### src/pmsc_pkg.sv
// Register map, field positions and reset values of the power management status block
package pmsc_pkg;
   // Byte addresses of the registers
   localparam logic [7:0] PMSC_OFS_PWR_EVENT = 8'h18;
   localparam logic [7:0] PMSC_OFS_GEN_CTRL = 8'h1c;
   localparam logic [7:0] PMSC_OFS_IRQ_STAT = 8'h20;
   localparam logic [7:0] PMSC_OFS_IRQ_MASK = 8'h24;
   // Field positions in power_event_driver_status
   localparam int PMSC_BIT_LINK_CHG = 7;
   localparam int PMSC_BIT_WAKE_FRAME = 6;
   localparam int PMSC_BIT_FILTER_HIT = 5;
   localparam int PMSC_BIT_MGMT_READY = 3;
   localparam int PMSC_BIT_MGMT_FORCE = 2;
   localparam int PMSC_BIT_MGMT_REQ = 1;
   localparam int PMSC_BIT_WAKE_STAT = 0;
   // Field positions in general_feature_control
   localparam int PMSC_BIT_DEEP_PD = 1;
   localparam int PMSC_BIT_CLKRUN_DIS = 0;
   // Event index in the sticky event and interrupt vectors
   localparam int PMSC_EV_LINK = 3;
   localparam int PMSC_EV_WFRAME = 2;
   localparam int PMSC_EV_FILTER = 1;
   localparam int PMSC_EV_WAKE = 0;
   localparam int PMSC_EV_W = 4;
   // Reset values
   localparam logic [7:0] PMSC_RST_PWR_EVENT = 8'h00;
   localparam logic [7:0] PMSC_RST_GEN_CTRL = 8'h00;
   localparam logic [3:0] PMSC_RST_IRQ_MASK = 4'h0;
   // Power states where deep power-down is allowed
   localparam logic [1:0] PMSC_DSTATE_D2 = 2'h2;
   localparam logic [1:0] PMSC_DSTATE_D3 = 2'h3;
endpackage : pmsc_pkg

### src/pmsc_top.sv
// APB register block for power management events and general feature control
//
// The implementer's own choice: register access over APB.
`timescale 1ns/1ps
`default_nettype none
// Behaviour
// - A change of link state sets the link-change bit, and a written one clears it.
// - A received wake frame sets the wake-frame bit regardless of any wake enable, and a written one clears it.
// - A frame matching the wake filters sets the filter-match bit, and a written one clears it.
// - While software holds the management-ready bit set, the ready output to the management controller is active.
// - The read-only management-request bit reads one while the device is busy with management frames.
// - The wake-status bit mirrors the bus PME status and is set by any wake event regardless of PME enable.
// - On the earlier generation a written one clears wake status, bus PME status and PME; zero does nothing.
// - On the later generation the event register is reset only by the auxiliary reset, not by bus reset.
// - With deep power-down set and the link down in D2 or D3, the device may enter deep low power.
// - With clock-run disable set the device requests the bus clock continuously.
module pmsc_top
   import pmsc_pkg::*;
#(
   parameter bit LATER_GEN = 1'b1      // 1: later generation, 0: earlier generation
)
(
   input wire logic clk_sys,           // System clock, 200 MHz
   input wire logic rst_n,             // Bus reset, asynchronous, active low
   input wire logic aux_rst_n,         // Auxiliary reset, asynchronous, active low
   input wire logic psel,              // APB select
   input wire logic penable,           // APB enable
   input wire logic pwrite,            // APB direction
   input wire logic [7:0] paddr,       // APB byte address
   input wire logic [31:0] pwdata,     // APB write data
   input wire logic [3:0] pstrb,       // APB byte strobes
   output logic pready,                // APB ready
   output logic [31:0] prdata,         // APB read data
   output logic pslverr,               // APB error on unmapped address
   input wire logic link_up,           // Link state level
   input wire logic wake_frame_rx,     // Wake frame received pulse
   input wire logic filter_match,      // Wake filter hit pulse
   input wire logic wake_event,        // Any wake-up event pulse
   input wire logic pmcsr_pme_status,  // Bus power-management PME status
   input wire logic mgmt_busy,         // Busy with management frames
   input wire logic mgmt_force_flag,   // Forced management indication
   input wire logic [1:0] power_state, // Current device power state
   input wire logic core_clk_req,      // Clock request from the core
   output logic mgmt_ready,            // Ready to management controller
   output logic pme_status,            // Wake status bit
   output logic pme_clear,             // Clear pulse for bus PME status and PME
   output logic deep_pd_allow,         // Deep low-power state allowed
   output logic clk_req,               // Bus clock request
   output logic irq                    // Interrupt, active high level
);
   logic pwr_rst_n;
   logic link_chg;
   logic acc_wr;
   logic setup_rd;
   logic wr_lane0;
   logic hit_pwr;
   logic hit_ctrl;
   logic hit_istat;
   logic hit_imask;
   logic hit_any;
   logic [PMSC_EV_W-1:0] ev_set;
   logic [PMSC_EV_W-1:0] ev_clr;
   logic [PMSC_EV_W-1:0] ev_q;
   logic [PMSC_EV_W-1:0] irq_clr;
   logic [PMSC_EV_W-1:0] irq_q;
   logic [PMSC_EV_W-1:0] wake_clr_mask;
   logic [7:0] pwr_view;
   logic [7:0] ctrl_view;
   logic [31:0] rd_mux;
   logic ready_r;
   logic ready_nxt;
   logic [1:0] ctrl_r;
   logic [1:0] ctrl_nxt;
   logic [3:0] mask_r;
   logic [3:0] mask_nxt;
   logic [31:0] prdata_r;
   logic pme_clear_r;

   // Event register reset source depends on generation
   assign pwr_rst_n = LATER_GEN ? aux_rst_n : (aux_rst_n & rst_n);

   // APB decode, zero wait state
   assign acc_wr = psel & penable & pwrite;
   assign setup_rd = psel & ~penable & ~pwrite;
   assign wr_lane0 = acc_wr & pstrb[0];
   assign hit_pwr = (paddr == PMSC_OFS_PWR_EVENT);
   assign hit_ctrl = (paddr == PMSC_OFS_GEN_CTRL);
   assign hit_istat = (paddr == PMSC_OFS_IRQ_STAT);
   assign hit_imask = (paddr == PMSC_OFS_IRQ_MASK);
   assign hit_any = hit_pwr | hit_ctrl | hit_istat | hit_imask;
   assign pready = 1'b1;
   assign pslverr = psel & penable & ~hit_any;

   // Link change detection
   pmsc_edge_det u_link_chg
   (
      .clk_sys(clk_sys),
      .rst_n(pwr_rst_n),
      .level_i(link_up),
      .change_o(link_chg)
   );

   // Event sources into the event register
   assign ev_set[PMSC_EV_LINK] = link_chg;
   assign ev_set[PMSC_EV_WFRAME] = wake_frame_rx;
   assign ev_set[PMSC_EV_FILTER] = filter_match;
   assign ev_set[PMSC_EV_WAKE] = wake_event | pmcsr_pme_status;

   // Write-one clears; wake status only on the earlier generation
   assign wake_clr_mask = {3'h7, ~LATER_GEN};
   assign ev_clr[PMSC_EV_LINK] = wr_lane0 & hit_pwr & pwdata[PMSC_BIT_LINK_CHG];
   assign ev_clr[PMSC_EV_WFRAME] = wr_lane0 & hit_pwr & pwdata[PMSC_BIT_WAKE_FRAME];
   assign ev_clr[PMSC_EV_FILTER] = wr_lane0 & hit_pwr & pwdata[PMSC_BIT_FILTER_HIT];
   assign ev_clr[PMSC_EV_WAKE] = wr_lane0 & hit_pwr & pwdata[PMSC_BIT_WAKE_STAT] & wake_clr_mask[0];

   pmsc_sticky #(.WIDTH(PMSC_EV_W)) u_events
   (
      .clk_sys(clk_sys),
      .rst_n(pwr_rst_n),
      .set_i(ev_set),
      .clr_i(ev_clr),
      .q_o(ev_q)
   );

   // Interrupt status, same events, write one to clear
   assign irq_clr = (wr_lane0 & hit_istat) ? pwdata[PMSC_EV_W-1:0] : '0;

   pmsc_sticky #(.WIDTH(PMSC_EV_W)) u_irq_stat
   (
      .clk_sys(clk_sys),
      .rst_n(rst_n),
      .set_i(ev_set),
      .clr_i(irq_clr),
      .q_o(irq_q)
   );
   assign irq = |(irq_q & mask_r);

   // Writable fields; other bits are dropped
   assign ready_nxt = (wr_lane0 & hit_pwr) ? pwdata[PMSC_BIT_MGMT_READY] : ready_r;
   assign ctrl_nxt = (wr_lane0 & hit_ctrl) ? pwdata[1:0] : ctrl_r;
   assign mask_nxt = (wr_lane0 & hit_imask) ? pwdata[3:0] : mask_r;

   // Management ready lives with the event register
   always_ff @(posedge clk_sys or negedge pwr_rst_n)
   begin
      if (!pwr_rst_n)
      begin
         ready_r <= PMSC_RST_PWR_EVENT[PMSC_BIT_MGMT_READY];
      end
      else
      begin
         ready_r <= ready_nxt;
      end
   end

   // Control and mask registers on bus reset
   always_ff @(posedge clk_sys or negedge rst_n)
   begin
      if (!rst_n)
      begin
         ctrl_r <= PMSC_RST_GEN_CTRL[1:0];
         mask_r <= PMSC_RST_IRQ_MASK;
      end
      else
      begin
         ctrl_r <= ctrl_nxt;
         mask_r <= mask_nxt;
      end
   end

   // Read views with reserved bits at zero
   assign pwr_view = {ev_q[PMSC_EV_LINK], ev_q[PMSC_EV_WFRAME], ev_q[PMSC_EV_FILTER], 1'b0,
                      ready_r, mgmt_force_flag, mgmt_busy, ev_q[PMSC_EV_WAKE]};
   assign ctrl_view = {6'h00, ctrl_r};
   assign rd_mux = hit_pwr ? {24'h000000, pwr_view} :
                   hit_ctrl ? {24'h000000, ctrl_view} :
                   hit_istat ? {28'h0000000, irq_q} :
                   hit_imask ? {28'h0000000, mask_r} : 32'h00000000;

   // Read data captured in the setup cycle, PME clear pulse
   always_ff @(posedge clk_sys or negedge rst_n)
   begin
      if (!rst_n)
      begin
         prdata_r <= 32'h00000000;
         pme_clear_r <= 1'b0;
      end
      else
      begin
         prdata_r <= setup_rd ? rd_mux : prdata_r;
         pme_clear_r <= ev_clr[PMSC_EV_WAKE];
      end
   end
   assign prdata = prdata_r;
   assign pme_clear = pme_clear_r;

   // Device-side outputs
   assign mgmt_ready = ready_r;
   assign pme_status = ev_q[PMSC_EV_WAKE];
   assign deep_pd_allow = ctrl_r[PMSC_BIT_DEEP_PD] & ~link_up &
                          ((power_state == PMSC_DSTATE_D2) | (power_state == PMSC_DSTATE_D3));
   assign clk_req = ctrl_r[PMSC_BIT_CLKRUN_DIS] | core_clk_req;
endmodule : pmsc_top
`default_nettype wire

### src/pmsc_sticky.sv
// Sticky event bits: set by hardware, cleared by a write of one, set wins
`timescale 1ns/1ps
`default_nettype none
module pmsc_sticky
#(
   parameter int WIDTH = 4
)
(
   input wire logic clk_sys,             // System clock
   input wire logic rst_n,               // Asynchronous reset, active low
   input wire logic [WIDTH-1:0] set_i,   // Event pulses
   input wire logic [WIDTH-1:0] clr_i,   // Clear pulses
   output logic [WIDTH-1:0] q_o          // Sticky state
);
   logic [WIDTH-1:0] q_r;
   logic [WIDTH-1:0] q_nxt;

   // A set in the clearing cycle keeps the bit
   assign q_nxt = set_i | (q_r & ~clr_i);
   assign q_o = q_r;

   // State flops
   always_ff @(posedge clk_sys or negedge rst_n)
   begin
      if (!rst_n)
      begin
         q_r <= '0;
      end
      else
      begin
         q_r <= q_nxt;
      end
   end
endmodule : pmsc_sticky
`default_nettype wire

### src/pmsc_edge_det.sv
// Change detector for a level, quiet in the first cycle after reset
`timescale 1ns/1ps
`default_nettype none
module pmsc_edge_det
(
   input wire logic clk_sys,  // System clock
   input wire logic rst_n,    // Asynchronous reset, active low
   input wire logic level_i,  // Level to watch
   output logic change_o      // One-cycle pulse on any change
);
   logic last_r;
   logic seen_r;

   // Compare only once a reference value has been captured
   assign change_o = seen_r & (level_i ^ last_r);

   // Reference capture
   always_ff @(posedge clk_sys or negedge rst_n)
   begin
      if (!rst_n)
      begin
         last_r <= 1'b0;
         seen_r <= 1'b0;
      end
      else
      begin
         last_r <= level_i;
         seen_r <= 1'b1;
      end
   end
endmodule : pmsc_edge_det
`default_nettype wire

### config.mk
export PLATFORM = sky130hd
export DESIGN_NAME = pmsc_top
export DESIGN_NICKNAME = d
export VERILOG_FILES = /design/src/pmsc_pkg.sv /design/src/pmsc_top.sv /design/src/pmsc_sticky.sv /design/src/pmsc_edge_det.sv
export SDC_FILE = /design/constraint.sdc
export NUM_CORES = 1
export LEC_CHECK = 0
export BUFFER_PORTS_ARGS = -buffer_cell sky130_fd_sc_hd__buf_2
export CAP_MARGIN = 25
export CORE_MARGIN = 2
export CORE_UTILIZATION = 40
export DETAILED_ROUTE_END_ITERATION = 7
export PLACE_DENSITY = 0.78
export SYNTH_ARGS = -nofsm -noshare
export SYNTH_HDL_FRONTEND = slang
export SYNTH_SLANG_ARGS = --single-unit
### constraint.sdc
create_clock -name clk_sys -period 1.3 [get_ports clk_sys]
set_input_delay 0.13 -clock clk_sys [delete_from_list [all_inputs] [get_ports clk_sys]]
set_output_delay 0.13 -clock clk_sys [all_outputs]
set_load 0.01 [all_outputs]
==> results of run 1 <==
Yosys cell counts, types with 2 or more instances:
master     number  area, µm²
a21oi_1         3       15.0
a22oi_1         2       15.0
a2bb2oi_1       2       17.5
a31oi_1         7       43.8
buf_4          27        203
clkbuf_1        3       11.3
conb_1          2       7.51
dfrtp_1        24        601
inv_1           3       11.3
mux2_2          3       33.8
mux2_4          4       60.1
mux2i_1         6       60.1
nand2_1        13       48.8
nor2_1          6       22.5
nor4_1          2       12.5
o21ai_0         7       35.0
o22a_1          2       17.5
or3_1           2       12.5
or3b_2          2       17.5
or4_1           2       15.0
state kept, by name (all words and copies together), names as in the netlist:
register	flops
ctrl_r	2
u_irq_stat.q_o	4
u_link_chg.seen_r	1
u_events.q_o	4
u_link_chg.last_r	1
prdata	7
mgmt_ready	1
mask_r	4
power by group through the flow:
stage | sequential, mW | clock, mW | combinational [mW]
CTS | 0.757 | 0.409 | 0.222
floorplan | 0.771 | 0 | 0.152
global placement | 0.771 | 0 | 0.195
finish | 0.757 | 0.399 | 0.234
global route | 0.758 | 0.448 | 0.261
detailed placement | 0.771 | 0 | 0.197
path summary, 6_finish.rpt:
kind	start	to	slack (ns)	cells after the start
min in group asynchronous	aux_rst_n	u_events.q_o[2]	0.15	2
max reg2reg	ctrl_r[0]	prdata[0]	0.15	5
min	pwdata[0]	u_irq_stat.q_o[0]	0.005	2
max in group asynchronous	rst_n	mask_r[0]	0.79	2
min reg2reg	prdata[1]	prdata[1]	0.49	2
max	paddr[1]	mask_r[0]	-0.08	4
routing by layer:
layer / GRT usage, % / part of all wire [%] / vias up
met2: 25.5 / 48 / 45
met4: 5.00 / 0.93 / 0
li1: - / - / 562
met1: 20.6 / 46 / 522
met5: 0 / 0 / -
met3: 2.90 / 5.9 / 3
final cells by class:
class	count	area (µm²)	area share [%]
clock buffers	4	36.3	1.96
multi-input cells	101	646	34.9
inverters	3	11.3	0.608
repair buffers	75	500	27.0
well taps	46	57.6	3.11
flip-flops and latches	24	601	32.4
critical path, stage by stage:
cell	delay, ns
buf_6	0.09
or4_4	0.57
or4_4	0.49
mux2_4	0.32
kinds of logic after synthesis:
| kind of cell | count (synthesis) |
|---|---|
| flops | 24 |
| buf+inv | 35 |
| mux | 13 |
| xor+xnor | 1 |
| simple gates | 36 |
| compound gates | 23 |
| other cells | 2 |
stage by stage:
stage | instance area (µm²) | setup TNS, ns | utilization [%] | hold slack, ns | worst slack [ns]
3_3_place_gp | 1620 | -6.31 | 49.3 | -0.0285 | -0.490
6_report | 1850 | -0.323 | 56.4 | 0.00542 | -0.0753
2_1_floorplan | 1460 | -4.96 | - | -0.166 | -0.523
4_1_cts | 1790 | -0.211 | 54.4 | 0.00127 | -0.0436
3_5_place_dp | 1620 | -6.42 | 49.3 | -0.0200 | -0.501
5_1_grt | 1850 | -0.362 | 56.4 | -0.00533 | -0.0994
what timing repair did:
item                                   4_1_cts  5_1_grt
hold buffers                                 8        1
resized for setup                            5        6
buffers inserted                             4        3
pin swaps                                    3        5
endpoints found under the hold margin       30        1
setup endpoints to repair                   10        8
==> metrics, run 1 <==
Max Cap Viol 0; post-synth cell types 32; CTS tree done; clock slew at the register clock pins of the worst setup and hold paths 0.13 ns; Max Fclk 727 MHz; PortBufs 43; setup violators final 5; mux contribution to synthesized area 11.4%; clk_skew 0.00160 ns; P_int 1.04 mW; CP Class input port to flop; CP Capture Type flop; violated checks setup timing; antenna violations before repair 0; Peak VDD IR 0.480 mV; Non-Filler Instances 253; Num CTS Buffers 3; prevailing post-synth register cell dfrtp_1; largest net degree at the start of global routing 18; status finished with violations; cells after synthesis 134; grt total ovfl 0; vias per cell 4.47; CP Max Fanout 4; Avg WL per Cell 11.9 µm; Final period util 106%; CP Launch Type input port; Hold Crit Class input port to flop; pwr dens 750 nW/µm²; vias in the first global route 1066; antenna viol nets, final 0; commonest non-fill, non-tap cells in the layout buf_2, conb_1, dfrtp_1; area grow syn2layout 36.8%; WP data required 1.52 ns; total power 1.39 mW; Yosys reg bits 24; Ports 100; sw frac 25.4%; # placed instances 233; DIE WIDTH 62.2 µm; Net Sw Power 0.353 mW; simple-gate share of the synthesized area 14.6%; Combinational Power Share 16.8%; die area 3870 µm²; most common cell after layout, fill and taps aside buf_2; register area share after synthesis 44.4%; endpoints failing hold 0; H-tree depth 1; DRT Pass-1 Iters 4; CTS max path bufs 2; Final min period 1.38 ns; Final #Nets 268; share of cells above drive strength 1 41.5%; fin. max-slew vios 0; Global Route Usage Sum 15.5%; final WL 3010 µm; largest family of logic cells by synthesized area buffers and inverters; DRC Markers 0; Pleak 0.955 nW; # fillers 299; DP HPWL 2190 µm; Synth Area in XOR/XNOR 0.647%; Vias 1132; clock sink count 24; root buffer cell clkbuf_4; worst skew pair latency 0.32 ns; adder-cell share of the synthesized area 0%; # rows 21; Initial Utilization 41.2%; core area 3280 µm²; Sequential Power Share 54.5%; n_diodes 0; Final Wtd Congestion 0.813; Synth Area in Compound Gates 10.6%; RSZ-0062 raised after global routing yes; Final WS setup -0.0753 ns; Die H 62.2 µm; critical path data arrival time 1.60 ns; first-pass GRT wire length 4750 µm; DRT iter0 DRCs 17; Ys Warns 0; Mapped Area 1350 µm²; Mapped Avg Cell Area 10.1 µm²; Async S/R FF share, synth 100%; Clock Power Share 28.7%; number of synthesized flops with an enable pin 0
Note: power is estimated with default switching activity, not from simulation.
==> inputs of run 2 (changes only) <==
CTS_BUF_LIST = sky130_fd_sc_hd__clkbuf_8 sky130_fd_sc_hd__clkbuf_16   (was default)
RECOVER_POWER = 25   (was default)
==> metrics, run 2 (synthesis gave the netlist of run 1 again) <==
fin. max-slew vios 0 (unchanged); final WL 2750 µm (-8.8%); Initial Utilization 41.2% (unchanged); status finished with violations; pwr dens 842 nW/µm² (+12%); vias per cell 4.56 (+2.0%); reg2reg start mask_r[0]; DRT Pass-1 Iters 4 (unchanged); root buffer cell clkbuf_8; antenna violations before repair 0 (unchanged); most common cell after layout, fill and taps aside buf_2; dpl ws -0.501 ns (unchanged); sw frac 24.0% (-1.4 points); Fin Setup TNS -0.661 ns (-0.338 ns); P_int 1.11 mW (+7.4%); DRT iter0 DRCs 14 (-3); CP Capture Type flop; # placed instances 233 (unchanged); Net Sw Power 0.352 mW (-0.49%); vias in the first global route 1043 (-2.2%); Peak VDD IR 0.498 mV (+3.8%); Combinational Power Share 14.4% (-2.4 points); commonest non-fill, non-tap cells in the layout buf_2, conb_1, dfrtp_1; Avg WL per Cell 11.5 µm (-3.5%); Global Route Usage Sum 14.6% (-0.85 points); PortBufs 43 (unchanged); Num CTS Buffers 3 (unchanged); setup violators final 8 (+3); clock sink count 24 (unchanged); CTS tree done; clock slew at the register clock pins of the worst setup and hold paths 0.08 ns (-0.05 ns); Max Cap Viol 0 (unchanged); final core occ 53.0% (-3.4 points); share of cells above drive strength 1 40.9% (-0.61 points); Final WS setup -0.122 ns (-0.0472 ns); WP data required 1.45 ns (-0.07 ns); WHS 0.0160 ns (+0.0105 ns); # rows 21 (unchanged); area grow syn2layout 28.6%; max reg flops 7 (unchanged); worst skew pair latency 0.26 ns (-0.06 ns); Max Fclk 703 MHz (-3.3%); Final period util 109% (+3.6 points); R2R setup slack 0.33 ns (+0.18 ns); # fillers 302 (+1.0%); worst-margin pin slew 0.937 ns; final instance area 1740 µm² (-6.0%); n_diodes 0 (unchanged); DRC Markers 0 (unchanged); area of the multi-input gates 658 µm² (+1.9%); Vias 1091 (-3.6%); total power 1.46 mW (+5.4%); DIE WIDTH 62.2 µm (unchanged); H-tree depth 1 (unchanged); grt total ovfl 0 (unchanged); CP Max Fanout 4 (unchanged); FF+latch area 601 µm² (unchanged); CP Class input port to flop; Pleak 0.887 nW (-7.1%); endpoints failing hold 0 (unchanged); Clock Power Share 34.0% (+5.3 points); antenna viol nets, final 0 (unchanged); max-slew headroom at the worst pin 37.5%; Final #Nets 254 (-5.2%); CP Launch Type input port; Sequential Power Share 51.6% (-2.9 points); Final Wtd Congestion 0.813 (unchanged); crit path from paddr[6]; CTS max path bufs 2 (unchanged); Cell Area, Placed 1620 µm² (unchanged); critical path data arrival time 1.58 ns (-0.02 ns); min-delay src link_up; Non-Filler Instances 239 (-5.5%); Die H 62.2 µm (unchanged); Post-CTS Setup Inserts 0 (-4); clk_skew 0.000918 ns (-0.000685 ns); DP HPWL 2190 µm (unchanged); Hold Crit Class input port to flop; die area 3870 µm² (unchanged); core area 3280 µm² (unchanged); violated checks setup timing; Final min period 1.42 ns (+0.0472 ns); first-pass GRT wire length 4570 µm (-3.6%); largest net degree at the start of global routing 18 (unchanged); Ports 100 (unchanged); RSZ-0062 raised after global routing yes
==> run 2: area by class of cell <==
cell class,count,share of cell area (%)
multi-input combinational,101,37.8
sequential,24,34.5
timing repair buffer,61,20.6
tap,46,3.31
clock buffer,4,3.16
inverter,3,0.647
==> run 2: power groups by stage <==
stage	sequential, mW	combinational (mW)	clock [mW]
5_1_grt	0.757	0.235	0.546
3_3_place_gp	0.771	0.195	0
6_report	0.756	0.210	0.498
3_5_place_dp	0.771	0.197	0
2_1_floorplan	0.771	0.152	0
4_1_cts	0.756	0.208	0.510
==> run 2: path summary, 6_finish.rpt <==
check	endpoint	cells after the start
min	u_link_chg.last_r	1
max	mask_r[0]	4
min reg2reg	prdata[5]	2
min in group asynchronous	u_events.q_o[0]	2
max reg2reg	prdata[0]	3
max in group asynchronous	u_irq_stat.q_o[2]	2
==> run 2: critical path: stages <==
cell and delay [ns]:
buf_6 0.09, or4_4 0.55, or4_4 0.49, mux2_4 0.32
==> run 2: metal layers <==
layer	share of wire (%)	vias up	track usage, %
li1	-	532	-
met1	44	509	19.5
met2	48	48	24.2
met3	7.1	2	2.72
met4	0.76	0	4.44
met5	0	-	0
==> run 2: repair_timing <==
action                                  4_1_cts  5_1_grt
pin swaps                                     3        0
endpoints found under the setup margin       15       16
cloned                                        0        0
hold buffers                                  2        0
endpoints found under the hold margin        24        0
gates resized for setup                       6        4
==> inputs of run 3 (changes only) <==
CTS_CLUSTER_SIZE = 28   (was default)
REMOVE_ABC_BUFFERS = 1   (was default)
TNS_END_PERCENT = 50   (was default)
==> metrics, run 3 (synthesis gave the netlist of run 1 again) <==
DRC Markers 0 (unchanged); Hold Path Cell Cnt 1 (unchanged); endpoints failing hold 0 (unchanged); WP data required 1.46 ns (about the same); WHS 0.0297 ns (+0.0137 ns); fin. max-slew vios 0 (unchanged); worst-margin pin slew 0.926 ns (-0.0116 ns); clock sink count 24 (unchanged); FF+latch area 601 µm² (unchanged); # placed instances 230 (-1.3%); Avg WL per Cell 13.0 µm (+13%); share of cells above drive strength 1 40.3% (-0.62 points); critical path data arrival time 1.62 ns (+0.04 ns); DRT Pass-1 Iters 4 (unchanged); Worst path slowest cell or4_4; # rows 21 (unchanged); Worst path max stage delay 0.57 ns (+0.02 ns); clk_skew 0.00235 ns (+0.00143 ns); antenna violations before repair 0 (unchanged); H-tree depth 1 (unchanged); setup violators final 10 (+2); crit path from paddr[6]; CP Buf/Inv Count 1 (unchanged); antenna viol nets, final 0 (unchanged); area of the multi-input gates 651 µm² (-1.1%); CTS max path bufs 2 (unchanged); CP Class input port to flop; reg2reg start u_link_chg.last_r; DP HPWL 2360 µm (+8.0%); Max Fclk 686 MHz (-2.4%); Global Route Usage Sum 16.5% (+1.9 points); DRT iter0 DRCs 33 (+19); Die H 62.2 µm (unchanged); clock slew at the register clock pins of the worst setup and hold paths 0.08 ns (about the same); final instance area 1730 µm² (-0.36%); pwr dens 934 nW/µm² (+11%); most common cell after layout, fill and taps aside buf_2; DIE WIDTH 62.2 µm (unchanged); largest net degree at the start of global routing 18 (unchanged); final WL 3080 µm (+12%); commonest non-fill, non-tap cells in the layout buf_2, conb_1, dfrtp_1; die area 3870 µm² (unchanged); CP Launch Type input port; CP Max Fanout 4 (unchanged); status finished with violations; min-delay src link_up; Hold Crit Class input port to flop; Final #Nets 252 (-0.79%); CP dominant cell by count or4_4; violated checks setup timing; total power 1.62 mW (+11%); root buffer cell clkbuf_8; cells on worst reg2reg path 3 (unchanged); # fillers 287 (-5.0%); final core occ 52.8% (-0.19 points); met3 Usage GRT 3.99% (+1.3 points); max-slew headroom at the worst pin 38.3% (+0.77 points); vias in the first global route 1099 (+5.4%); first-pass GRT wire length 5050 µm (+10%); Pleak 0.879 nW (-0.92%); CTS tree done; Peak VDD IR 0.374 mV (-25%); GRT busiest layer met2; Final Wtd Congestion 0.819 (+0.71%); Non-Filler Instances 237 (-0.84%); grt total ovfl 0 (unchanged); Top delay family on crit path simple AND/OR/NAND/NOR gates; Cell Area, Placed 1590 µm² (-1.6%); Num CTS Buffers 3 (unchanged); Vias 1086 (-0.46%); max reg flops 7 (unchanged); Initial Utilization 41.2% (unchanged); worst hold endpoint u_link_chg.last_r; Final WS setup -0.158 ns (-0.0356 ns); Max Cap Viol 0 (unchanged); CP Capture Type flop; vias per cell 4.58 (+0.38%); worst path cell trace buf_6 -> or4_4 -> or4_4 -> mux2_2; R2R setup slack 0.34 ns (about the same); worst skew pair latency 0.27 ns (about the same); Final period util 112% (+2.7 points); area grow syn2layout 28.1%; core area 3280 µm² (unchanged); RSZ-0062 raised after global routing yes; grt met2 use 27.4% (+3.3 points); met1 Use GR 20.2% (+0.65 points); Final min period 1.46 ns (+0.0356 ns); Ports 100 (unchanged); worst reg2reg path endpoint u_events.q_o[3]; PortBufs 43 (unchanged); n_diodes 0 (unchanged)
-- run 3: area by class of cell --
cell class | count | share of cell area, %
clock inverters | 1 | 1.73
multi-input cells | 101 | 37.5
clock buffers | 3 | 2.38
repair buffers | 59 | 19.8
inverters | 3 | 0.649
flip-flops and latches | 24 | 34.6
well taps | 46 | 3.32
-- run 3: what timing repair did --
item	CTS	global route
setup endpoints to repair	11	18
endpoints found under the hold margin	24	0
gates resized for setup	7	6
buffers inserted	1	0
pin swaps	2	0
hold buffers	2	0
-- run 3: worst max path at each step --
stage / to / depth (start not counted)
6_report: ctrl_r[1] / 4
5_1_grt: ctrl_r[1] / 4
4_1_cts: ctrl_r[1] / 4
3_5_place_dp: mask_r[1] / 4
3_3_place_gp: mask_r[2] / 4
2_1_floorplan: mask_r[0] / 3
-- run 3: worst reg2reg max path: stages (launching register included) --
cell and delay, ns:
dfrtp_1 0.38, xor2_1 0.23, nand2_1 0.11, a31oi_1 0.17
-- run 3: report_power, final --
part | leakage, nW | internal [mW] | switching (mW)
sequential | 0.289 | 0.752 | 0.00422
clock | 0.0357 | 0.412 | 0.240
combinational | 0.555 | 0.0889 | 0.123
-- run 3: per-layer routing --
metal | up-vias | wire [µm]
li1 | 529 | -
met1 | 510 | 1290
met2 | 42 | 1560
met3 | 5 | 186
met4 | 0 | 46
met5 | - | 0
-- run 3: per-stage QoR --
stage	worst slack, ns	TNS, ns
after floorplan	-0.451	-4.54
after global routing	-0.171	-1.32
after CTS	-0.138	-0.920
after global placement	-0.599	-7.16
final	-0.158	-1.05
after detailed placement	-0.632	-7.59
